===== src/core/tcp_pkg.sv =====
package tcp_pkg;
	// ----------------------------------------------------------------
	// register map
	// ----------------------------------------------------------------
	localparam int           TCP_NCH        = 4;
	localparam logic [7:0]   TCP_ADR_CTRL   = 8'h00;
	localparam logic [7:0]   TCP_ADR_DIV    = 8'h04;
	localparam logic [7:0]   TCP_ADR_PERIOD = 8'h08;
	localparam logic [7:0]   TCP_ADR_CMP    = 8'h0c;
	localparam logic [7:0]   TCP_ADR_DEAD   = 8'h10;
	localparam logic [7:0]   TCP_ADR_COUNT  = 8'h14;
	localparam logic [7:0]   TCP_ADR_CAPT   = 8'h18;
	localparam logic [7:0]   TCP_ADR_STAT   = 8'h1c;
	localparam logic [7:0]   TCP_ADR_MASK   = 8'h20;
	localparam logic [7:0]   TCP_CH_STRIDE  = 8'h40;
	// ctrl bit positions
	localparam int           TCP_CTL_EN     = 0;
	localparam int           TCP_CTL_ONESHOT = 1;
	localparam int           TCP_CTL_KILLT  = 2;
	localparam int           TCP_CTL_KILLC  = 3;
	localparam int           TCP_CTL_CAPEN  = 4;
	localparam int           TCP_CTL_W      = 5;
	// status bits
	localparam int           TCP_ST_TC      = 0;
	localparam int           TCP_ST_CC      = 1;
	localparam int           TCP_ST_CAP     = 2;
	localparam int           TCP_ST_KILL    = 3;
	localparam int           TCP_ST_W       = 4;
	// reset values
	localparam logic [15:0]  TCP_RST_PERIOD = 16'hffff;
	localparam logic [15:0]  TCP_RST_CMP    = 16'h0000;
	localparam logic [15:0]  TCP_RST_DIV    = 16'h0000;
	localparam logic [7:0]   TCP_RST_DEAD   = 8'h00;
endpackage : tcp_pkg


===== src/core/tcp_chan.sv =====
`timescale 1ns/10ps
`default_nettype none
module tcp_chan
	import tcp_pkg::*;
#(
	parameter int CW = 16,
	parameter int DW = 8
) (
	// clock, reset
	input  wire logic          mclk_i,
	input  wire logic          rst_i,
	input  wire logic          ce_i,
	// configuration
	input  wire logic [TCP_CTL_W-1:0] ctrl_i,
	input  wire logic [15:0]   div_i,
	input  wire logic [CW-1:0] period_i,
	input  wire logic [CW-1:0] cmp_i,
	input  wire logic [DW-1:0] dead_i,
	// pins
	input  wire logic          capture_i,
	input  wire logic          kill_i,
	output logic               line_o,
	output logic               line_compl_o,
	// state and events
	output logic [CW-1:0]      count_o,
	output logic [CW-1:0]      capt_o,
	output logic [TCP_ST_W-1:0] evt_o
);
	// widths the counter and dead-band logic can serve
	if (CW < 2 || CW > 32 || DW < 1 || DW > 16) begin : g_bad_width
		$error("tcp_chan: bad width");
	end

	// ----------------------------------------------------------------
	// prescaler and counter
	// ----------------------------------------------------------------
	logic [15:0]   div_ff;
	logic [CW-1:0] cnt_ff;
	logic          run_ff;
	logic [CW-1:0] capt_ff;
	logic          pwm_ff;
	logic          cap_d_ff;
	logic [DW-1:0] dt_ff;
	logic          line_ff;
	logic          compl_ff;
	logic [TCP_ST_W-1:0] evt_ff;

	wire en        = ctrl_i[TCP_CTL_EN];
	wire tick      = en && run_ff && (div_ff == div_i);
	wire at_period = (cnt_ff == period_i);
	wire cap_edge  = ctrl_i[TCP_CTL_CAPEN] && capture_i && !cap_d_ff;
	wire pwm_nxt   = en && (cnt_ff < cmp_i);
	wire pwm_chg   = (pwm_nxt != pwm_ff);
	wire dt_zero   = (dt_ff == '0);

	always_ff @(posedge mclk_i or posedge rst_i) begin
		if (rst_i) begin
			div_ff   <= TCP_RST_DIV;
			cnt_ff   <= '0;
			run_ff   <= 1'b0;
			capt_ff  <= '0;
			cap_d_ff <= 1'b0;
			pwm_ff   <= 1'b0;
			dt_ff    <= '0;
			line_ff  <= 1'b0;
			compl_ff <= 1'b0;
			evt_ff   <= '0;
		end else if (ce_i) begin
			cap_d_ff <= capture_i;
			evt_ff   <= '0;
			if (!en) begin
				// disabled: hold zero and rearm
				div_ff <= TCP_RST_DIV;
				cnt_ff <= '0;
				run_ff <= 1'b1;
			end else if (tick) begin
				div_ff <= TCP_RST_DIV;
				if (at_period) begin
					evt_ff[TCP_ST_TC] <= 1'b1;
					cnt_ff <= '0;
					run_ff <= !ctrl_i[TCP_CTL_ONESHOT];
				end else begin
					cnt_ff <= cnt_ff + 1'b1;
				end
				if (cnt_ff == cmp_i)
					evt_ff[TCP_ST_CC] <= 1'b1;
			end else if (run_ff) begin
				div_ff <= div_ff + 16'h0001;
			end
			if (cap_edge) begin
				capt_ff <= cnt_ff;
				evt_ff[TCP_ST_CAP] <= 1'b1;
			end
			if (kill_i)
				evt_ff[TCP_ST_KILL] <= 1'b1;
			// dead band: both low while the delay runs after a change
			pwm_ff <= pwm_nxt;
			if (pwm_chg) begin
				dt_ff    <= dead_i;
				line_ff  <= (dead_i == '0) && pwm_nxt;
				compl_ff <= (dead_i == '0) && !pwm_nxt && en;
			end else if (!dt_zero) begin
				dt_ff <= dt_ff - 1'b1;
				if (dt_ff == {{(DW-1){1'b0}}, 1'b1}) begin
					line_ff  <= pwm_ff;
					compl_ff <= !pwm_ff && en;
				end
			end else begin
				line_ff  <= pwm_ff;
				compl_ff <= !pwm_ff && en;
			end
		end
	end

	// ----------------------------------------------------------------
	// kill override is combinational so it acts at once
	// ----------------------------------------------------------------
	assign line_o       = kill_i ? ctrl_i[TCP_CTL_KILLT] : line_ff;
	assign line_compl_o = kill_i ? ctrl_i[TCP_CTL_KILLC] : compl_ff;
	assign count_o      = cnt_ff;
	assign capt_o       = capt_ff;
	assign evt_o        = evt_ff;
endmodule : tcp_chan
`default_nettype wire


===== src/core/tcp_top.sv =====
// Local design decisions: the plain strobed port and the placing of the registers.
`timescale 1ns/10ps
`default_nettype none
// Contract
// - sixteen-bit counter, software-set period
// - capture event stores count, software readable
// - at period: halt or reload per configuration
// - compare against count yields pwm duty
// - true and complement outputs with dead band
// - kill forces outputs to preset state immediately
// - four independent timer units
// - count clock from sixteen-bit system clock divider
module tcp_top
	import tcp_pkg::*;
#(
	parameter int NCH = TCP_NCH
) (
	// clock, reset, enable
	input  wire logic           mclk_i,
	input  wire logic           rst_i,
	input  wire logic           ce_i,
	// register port
	input  wire logic [7:0]     addr_i,
	input  wire logic [31:0]    wdata_i,
	input  wire logic           wr_i,
	input  wire logic           rd_i,
	output logic [31:0]         rdata_o,
	// pins
	input  wire logic [NCH-1:0] capture_i,
	input  wire logic [NCH-1:0] kill_i,
	output logic [NCH-1:0]      line_o,
	output logic [NCH-1:0]      line_compl_o,
	// interrupt
	output logic                irq_o
);
	// two address bits select the channel
	if (NCH < 1 || NCH > 4) begin : g_bad_nch
		$error("tcp_top: NCH must be 1..4");
	end

	// ----------------------------------------------------------------
	// per-channel registers
	// ----------------------------------------------------------------
	logic [TCP_CTL_W-1:0] ctrl_ff  [NCH];
	logic [15:0]          div_ff   [NCH];
	logic [15:0]          per_ff   [NCH];
	logic [15:0]          cmp_ff   [NCH];
	logic [7:0]           dead_ff  [NCH];
	logic [TCP_ST_W-1:0]  stat_ff  [NCH];
	logic [TCP_ST_W-1:0]  mask_ff  [NCH];
	logic [31:0]          rdata_ff;
	logic [15:0]          count_w  [NCH];
	logic [15:0]          capt_w   [NCH];
	logic [TCP_ST_W-1:0]  evt_w    [NCH];
	logic [NCH-1:0]       irq_w;

	wire [1:0] sel_ch = addr_i[7:6];
	wire [7:0] sel_rg = {2'b00, addr_i[5:0]};
	wire       ch_ok  = ({30'h0, sel_ch} < NCH);

	genvar g;
	generate
		for (g = 0; g < NCH; g++) begin : g_ch
			wire wsel = wr_i && ch_ok && (sel_ch == 2'(g));
			always_ff @(posedge mclk_i or posedge rst_i) begin
				if (rst_i) begin
					ctrl_ff[g] <= '0;
					div_ff[g]  <= TCP_RST_DIV;
					per_ff[g]  <= TCP_RST_PERIOD;
					cmp_ff[g]  <= TCP_RST_CMP;
					dead_ff[g] <= TCP_RST_DEAD;
					stat_ff[g] <= '0;
					mask_ff[g] <= '0;
				end else if (ce_i) begin
					if (wsel && sel_rg == TCP_ADR_CTRL)
						ctrl_ff[g] <= wdata_i[TCP_CTL_W-1:0];
					if (wsel && sel_rg == TCP_ADR_DIV)
						div_ff[g] <= wdata_i[15:0];
					if (wsel && sel_rg == TCP_ADR_PERIOD)
						per_ff[g] <= wdata_i[15:0];
					if (wsel && sel_rg == TCP_ADR_CMP)
						cmp_ff[g] <= wdata_i[15:0];
					if (wsel && sel_rg == TCP_ADR_DEAD)
						dead_ff[g] <= wdata_i[7:0];
					if (wsel && sel_rg == TCP_ADR_MASK)
						mask_ff[g] <= wdata_i[TCP_ST_W-1:0];
					// set wins over write-one-to-clear
					if (wsel && sel_rg == TCP_ADR_STAT)
						stat_ff[g] <= (stat_ff[g] & ~wdata_i[TCP_ST_W-1:0]) | evt_w[g];
					else
						stat_ff[g] <= stat_ff[g] | evt_w[g];
				end
			end

			tcp_chan #(
				.CW(16),
				.DW(8)
			) u_chan (
				.mclk_i       (mclk_i),
				.rst_i        (rst_i),
				.ce_i         (ce_i),
				.ctrl_i       (ctrl_ff[g]),
				.div_i        (div_ff[g]),
				.period_i     (per_ff[g]),
				.cmp_i        (cmp_ff[g]),
				.dead_i       (dead_ff[g]),
				.capture_i    (capture_i[g]),
				.kill_i       (kill_i[g]),
				.line_o       (line_o[g]),
				.line_compl_o (line_compl_o[g]),
				.count_o      (count_w[g]),
				.capt_o       (capt_w[g]),
				.evt_o        (evt_w[g])
			);

			assign irq_w[g] = |(stat_ff[g] & mask_ff[g]);
		end
	endgenerate

	// ----------------------------------------------------------------
	// read mux
	// ----------------------------------------------------------------
	logic [31:0] rmux;
	always_comb begin
		rmux = 32'h0000_0000;
		if (ch_ok) begin
			case (sel_rg)
				TCP_ADR_CTRL:   rmux = {27'h0, ctrl_ff[sel_ch]};
				TCP_ADR_DIV:    rmux = {16'h0, div_ff[sel_ch]};
				TCP_ADR_PERIOD: rmux = {16'h0, per_ff[sel_ch]};
				TCP_ADR_CMP:    rmux = {16'h0, cmp_ff[sel_ch]};
				TCP_ADR_DEAD:   rmux = {24'h0, dead_ff[sel_ch]};
				TCP_ADR_COUNT:  rmux = {16'h0, count_w[sel_ch]};
				TCP_ADR_CAPT:   rmux = {16'h0, capt_w[sel_ch]};
				TCP_ADR_STAT:   rmux = {28'h0, stat_ff[sel_ch]};
				TCP_ADR_MASK:   rmux = {28'h0, mask_ff[sel_ch]};
				default:        rmux = 32'h0000_0000;
			endcase
		end
	end

	always_ff @(posedge mclk_i or posedge rst_i) begin
		if (rst_i)
			rdata_ff <= 32'h0000_0000;
		else if (ce_i)
			rdata_ff <= rd_i ? rmux : 32'h0000_0000;
	end

	assign rdata_o = rdata_ff;
	assign irq_o   = |irq_w;
endmodule : tcp_top
`default_nettype wire


===== config.mk =====
export PLATFORM = sky130hd
export DESIGN_NAME = tcp_top
export DESIGN_NICKNAME = d
export VERILOG_FILES = /design/src/core/tcp_pkg.sv /design/src/core/tcp_chan.sv /design/src/core/tcp_top.sv
export SDC_FILE = /design/constraint.sdc
export NUM_CORES = 2
export LEC_CHECK = 0
export BUFFER_PORTS_ARGS = -buffer_cell sky130_fd_sc_hd__buf_2
export CAP_MARGIN = 20
export CORE_MARGIN = 2
export CORE_UTILIZATION = 57
export CTS_CLUSTER_DIAMETER = 100
export DETAILED_ROUTE_END_ITERATION = 7
export PLACE_DENSITY = 0.77
export SETUP_SLACK_MARGIN = 0.2
export SLEW_MARGIN = 20
export SYNTH_ARGS = -nofsm -noshare
export SYNTH_HDL_FRONTEND = slang
export SYNTH_HIERARCHICAL = 1
export SYNTH_SLANG_ARGS = --single-unit

===== constraint.sdc =====
create_clock -name mclk_i -period 7.7 [get_ports mclk_i]
set_input_delay 0.385 -clock mclk_i [delete_from_list [all_inputs] [get_ports mclk_i]]
set_output_delay 0.385 -clock mclk_i [all_outputs]
set_load 0.1 [all_outputs]

==> Yosys cells after proc, flatten, opt, wreduce, memory -nomap -nowiden <==
Index checks and enable logic that the tools add are counted.
{ "word_totals": {"ff_bits": 568, "inputBits": 53, "out_inout_bits": 41, "wordCells": 431} }
{ "op_classes": {"n_addsub": 12, "n_lt_le_gt_ge": 5, "n_eq_ne": 47, "mux": 133, "n_bitwise": 18, "reduce_logical": 147} }
{ "op_table": {"columns": ["op", "n"], "rows": [
  ["$mux W16", 34],
  ["$eq A16 B16 Y1", 12],
  ["$bmux W16 S2", 5],
  ["$pmux W16 S9", 1],
  ["$add A16 B1 Y16 const B", 8],
  ["$reduce_and A2 Y1", 44],
  ["$mux W8", 10],
  ["$logic_not A8 Y1", 9],
  ["$logic_and A1 B1 Y1", 68],
  ["$lt A16 B16 Y1", 4],
  ["$mux W1", 60],
  ["$and A4 B4 Y4", 8],
  ["$eq A8 B1 Y1 const B", 4],
  ["$mux W32", 1],
  ["$mux W4", 8],
  ["$or A4 B4 Y4", 8],
  ["$sub A8 B1 Y8 const B", 4],
  ["$eq A6 B5 Y1 const B", 4],
  ["$ne A2 B1 Y1 const B", 12],
  ["$bmux W4 S2", 2],
  ["$bmux W8 S2", 1],
  ["$logic_not A1 Y1", 16],
  ["$mux W2", 8],
  ["$reduce_or A16 Y1", 1],
  ["15 further kinds", 30]
]} }

==> Depth between registers and ports, before layout <==
{ "depth": {"ltp_word": 6, "mapped_depth": 10, "ltp_nobuf": 9} }

==> Modules after synthesis <==
Netlist, hierarchy kept.
{ "modules_own_cells": {"columns": ["mod", "instances", "cells_per_inst", "area_per_inst_um2", "seq_area_each_um2"], "rows": [
  ["tcp_chan", 4, 456, 4239.1, 1626.6],
  ["tcp_top", 1, 960, 14372.5, 7387.1]
]} }

==> Least setup slack after synthesis <==
OpenSTA, ideal clock, no wires.
{ "synth_timing": {"kind": "input to output", "startpoint": "in kill_i[0]", "endpoint": "out line_compl_o[0]", "t_arrival_ps": 2498, "required_time_ps": 7315, "setup_slack_ps": 4817, "cell_stages": 1, "path_buffers": 0, "path_cell_list": "o21ai_0"} }
{ "synth_between": {"elab_chain_len": 1} }
{ "synth_rtl": {"columns": ["element", "line_no", "source"], "rows": [
  ["from (decl)", "tcp_top.sv:30", "input wire logic [NCH-1:0] kill_i,"],
  ["$mux W1", "tcp_chan.sv:119", "assign line_compl_o = kill_i ? ctrl_i[TCP_CTL_KILLC] : compl_ff;"],
  ["to (decl)", "tcp_top.sv:32", "output logic [NCH-1:0] line_compl_o,"]
]} }
No other way between the ends.

==> Final worst setup path <==
{ "layout_timing": {"startpoint": "reg g_ch[3].u_chan.cnt_ff[13]", "endpoint": "reg g_ch[3].u_chan.dt_ff[2]"} }
{ "layout_between": {"elab_chain_len": 5, "elab_cells_between_ends": 6, "classes_between": "1 x order compare; 2 x eq/ne; 1 x mux; 2 x reduce/logical"} }
{ "layout_rtl": {"columns": ["element", "line_no", "source"], "rows": [
  ["from (decl)", "tcp_chan.sv:38", "logic [CW-1:0] cnt_ff;"],
  ["from (signal assigned)", "tcp_chan.sv:83", "cnt_ff <= cnt_ff + 1'b1;"],
  ["$lt A16 B16 Y1 *", "tcp_chan.sv:52", "wire pwm_nxt = en && (cnt_ff < cmp_i);"],
  ["$logic_and A1 B1 Y1 *", "tcp_chan.sv:52", null],
  ["$ne A1 B1 Y1 *", "tcp_chan.sv:53", "wire pwm_chg = (pwm_nxt != pwm_ff);"],
  ["$ne A2 B1 Y1 (no source line)", null, null],
  ["$reduce_and A2 Y1 (no source line)", null, null],
  ["to (signal assigned)", "tcp_chan.sv:99", "dt_ff <= dead_i;"],
  ["to (signal assigned)", "tcp_chan.sv:103", "dt_ff <= dt_ff - 1'b1;"],
  ["to (decl)", "tcp_chan.sv:43", "logic [DW-1:0] dt_ff;"]
]} }
Mark *: on every way between the ends. The rest lies on a longest branch, timed or not.
A chain may end at the register's enable or synchronous reset.

==> out/metrics.csv <==
stage,metric,value,unit
cts,TritonCTS Buffers,59,
sta,final setup fails,0,
sta,Worst-Margin Slew,1.125,ns
sta,fin crit share,43.89,%
synth,Post-Synth Simple-Gate Area,13.97,%
min_path,HP Start,capture_i[1],
synth,Mapped Area,0.03133,mm^2
sta,Max Freq,295.9,MHz
cts,root buf cell,clkbuf_16,
floorplan,Core Rows,85,
worst_setup_path,Buf/Inv on CP,0,
layout,share of cells above drive strength 1,26.88,%
worst_setup_path,CP top delay family,simple AND/OR/NAND/NOR gates,
synth,Post-synth ARST share,100.0,%
global_routing,busiest grt layer,met2,
cts,# H-tree levels,2,
min_path,Hold Path Stages,2,
synth,count of yosys warnings during synthesis,6,
worst_setup_path,r2r worst-path depth,8,
layout,Seq. cell area,0.01389,mm^2
worst_setup_path,Worst path slowest cell,nor2_1,
synth,main combinational cell family by area after synthesis,multiplexers,
route,TritonRoute pass-1 iters,6,
synth,post-synthesis sequential area ratio,44.35,%
synth,adder-cell share of the synthesized area,3.355,%
route,via count,24208,
floorplan,Die W,238.4,um
place,Post-DP Area,0.03195,mm^2
cts,clk slew on worst S/H paths,0.06,ns
place,Setup WS pre-CTS,4.007,ns
sta,worst hold slack,0.02519,ns
global_routing,grt ovf,0,
synth,mux contribution to synthesized area,20.01,%
layout,multi-input logic area,0.01620,mm^2
synth,cell count after synthesis,2784,
sta,Final Skew,0.01788,ns
global_routing,initial antenna violation count,4,
global_routing,GR Layer Usage met2,51.38,%
place,Final HPWL DP,68.82,mm
run,max cap viols,0,
layout,"most common cell after layout, fill and taps aside",dfrtp_1,
worst_setup_path,Crit. End Element,flop,
synth,Synth Area in XOR/XNOR,6.374,%
place,port bufs,61,
floorplan,effective utilization at floorplan,57.87,%
place,Routability Congestion,0.9584,
route,WL final,97.42,mm
power_and_ir_drop,Worst VDD drop,0.1980,mV
synth,ys flop type,dfrtp_1,
worst_setup_path,WP data arrival,3.89,ns
worst_setup_path,Setup CP Type,flop to flop,
worst_setup_path,reg2reg setup slack,4.32,ns
sta,RSZ-0062 raised after global routing,false,
cts,clock sinks,552,
synth,Yosys cell types,64,
global_routing,met3 Use GR,9.648,%
worst_setup_path,CP max stage delay,0.84,ns
synth,syn avg cell area,11.25,um^2
worst_setup_path,CP Max Fanout,11,
cts,Post-CTS Setup Inserts,0,
layout,Final Instance Area,0.03396,mm^2
global_routing,global-route wire length before repair,146.6,mm
worst_setup_path,CP required,8.21,ns
power_and_ir_drop,PwrDens,201.4,mW/mm^2
synth,post-synthesis compound-gate area fraction,7.796,%
worst_setup_path,CP startpoint kind,flop,
cts,latest clock arrival within the worst-skew pair,0.63,ns
min_path,Hold Path Sink,g_ch[1].u_chan/cap_d_ff,
layout,nets@finish,2931,
route,antenna-violating nets left,0,
sta,Final WS setup,4.320,ns
layout,final core utilization,62.73,%
sta,Final Max Slew Viols,0,
sta,final hold violations,0,
min_path,HP Class,input pin to flop,
route,DRC Markers,0,
layout,Layout area overhead,8.399,%
outcome,outcome,completed,
layout,most frequent cells in the layout,"dfrtp_1, mux2_2, xor2_1, nor2_1, nand2_1",
sta,post-route minimum period,3.380,ns
floorplan,Chip Height,238.4,um
cts,clock tree from TritonCTS,done,
sta,Slew headroom,24.68,%
route,DRT iter0 DRCs,2912,
floorplan,# IOs,94,
global_routing,GRT Total Usage,34.48,%
route,average wire per standard cell,27.51,um
cts,Bufs on Longest Clock Path,3,
floorplan,DIE AREA,0.05685,mm^2
global_routing,largest net degree at the start of global routing,158,
worst_setup_path,Worst R2R End,g_ch[3].u_chan/dt_ff[2],
route,Vias/cell,6.836,
worst_setup_path,crit-path cells,ha_1 > a21oi_1 > nor2b_1 > o21ai_0 > nand3_1 > nor2_1 > mux2_2 > a2111o_1,
floorplan,core area,0.05413,mm^2
global_routing,vias in the first global route,23911,
synth,Post-synth EDFFs,0,
global_routing,met1 usage in global routing,46.07,%
synth,post-synthesis register bit count,552,
power_and_ir_drop,cell leakage power,15.73,nW
sta,TNS Setup,0,ns
worst_setup_path,RR Startpoint,g_ch[3].u_chan/count_o[13],
layout,fillers,4057,
-- through the flow --
stage	total power [W]	instances
after global routing	0.007051	3538
final	0.006841	3541
after CTS	0.006845	3535
after detailed placement	0.003985	3425
after global placement	0.003953	3423
after floorplan	0.003764	2799
-- cells in the mapped netlist (8+ instances only) --
library cell | number | area [um^2]
a221oi_1 | 8 | 70.07
nand3_1 | 81 | 405.4
xor2_1 | 204 | 1787
dfrtp_1 | 488 | 12210
xnor2_1 | 24 | 210.2
nand4_1 | 90 | 563.0
o21ai_0 | 97 | 485.5
mux2_2 | 336 | 3784
nor2_1 | 203 | 762.0
or3_1 | 20 | 125.1
a22oi_1 | 48 | 360.4
nor4b_1 | 13 | 113.9
o21ai_1 | 8 | 40.04
buf_6 | 12 | 135.1
o21a_1 | 12 | 90.09
buf_2 | 45 | 225.2
nand2_2 | 18 | 112.6
a21oi_1 | 60 | 300.3
nand2_1 | 179 | 671.9
mux2i_1 | 12 | 120.1
and2_1 | 10 | 62.56
a31oi_1 | 35 | 219.0
clkbuf_1 | 64 | 240.2
buf_4 | 33 | 247.7
and3_1 | 35 | 219.0
dfstp_2 | 64 | 1682
nor4_1 | 53 | 331.6
a2111o_1 | 8 | 90.09
nand2b_1 | 8 | 50.05
nand4b_1 | 22 | 192.7
o31ai_1 | 16 | 120.1
nor2b_1 | 14 | 87.58
a21o_1 | 19 | 142.6
nor3_1 | 45 | 225.2
mux4_2 | 105 | 2365
inv_1 | 116 | 435.4
ha_1 | 84 | 1051
-- per-layer routing --
layer | routed length, um | up-vias
met5 | 7 | -
met4 | 5807 | 2
met3 | 11280 | 315
met2 | 42940 | 1544
met1 | 37390 | 12217
li1 | - | 10130
-- worst register-to-register path, cell delays in order, from the launching register on --
cell	delay, ns
dfrtp_1	0.55
ha_1	0.32
a21oi_1	0.16
nor2b_1	0.06
o21ai_0	0.20
nand3_1	0.39
nor2_1	0.84
mux2_2	0.42
a2111o_1	0.33
-- power breakdown --
part	switching, W	internal (W)	total, W
Combinational	0.000511	0.000270	0.000781
Clock	0.00119	0.00169	0.00288
Sequential	0.000166	0.00301	0.00318
-- logic make-up after synthesis --
kind of cell	count (synthesis)
buf+inv	273
simple gates	832
flops	552
compound gates	361
fa+ha+maj	84
mux	453
other cells	1
xor+xnor	228
-- worst max path at each step --
stage               slack, ns                      end                       start  cells after the start
floorplan                3.49                cmp_ff[0]                       rst_i                      1
global placement         4.08               cmp_ff[31]                   addr_i[7]                      5
detailed placement       4.01               cmp_ff[21]                   addr_i[7]                      5
CTS                      4.41  g_ch[3].u_chan/dt_ff[2]  g_ch[3].u_chan/count_o[13]                      8
global route             4.23  g_ch[3].u_chan/dt_ff[2]  g_ch[3].u_chan/count_o[13]                      8
finish                   4.32  g_ch[3].u_chan/dt_ff[2]  g_ch[3].u_chan/count_o[13]                      8
-- repair_timing --
action	in CTS	in global routing
hold buffers	1	1
hold endpoints to repair	1	24
resized for setup	0	0
-- registers in the layout, indices dropped and copies added, names as in the netlist, 16 cells and up --
register / count
per_ff: 64
cmp_ff: 64
dead_ff: 32
stat_ff: 16
g_ch.u_chan/dt_ff: 32
mask_ff: 16
div_ff: 64
rdata_o: 16
g_ch.u_chan/capt_o: 64
g_ch.u_chan/count_o: 64
ctrl_ff: 20
g_ch.u_chan/div_ff: 64
g_ch.u_chan/evt_o: 16
-- layout make-up --
cell class,instances,share of cell area (%)
clock inverters,15,0.4863
repair buffers,91,1.739
multi-input cells,1974,47.71
diodes,3,0.02211
flip-flops and latches,552,40.91
well taps,696,2.564
inverters,116,1.293
clock buffers,94,5.272
Power figures use the tool's default switching activity.
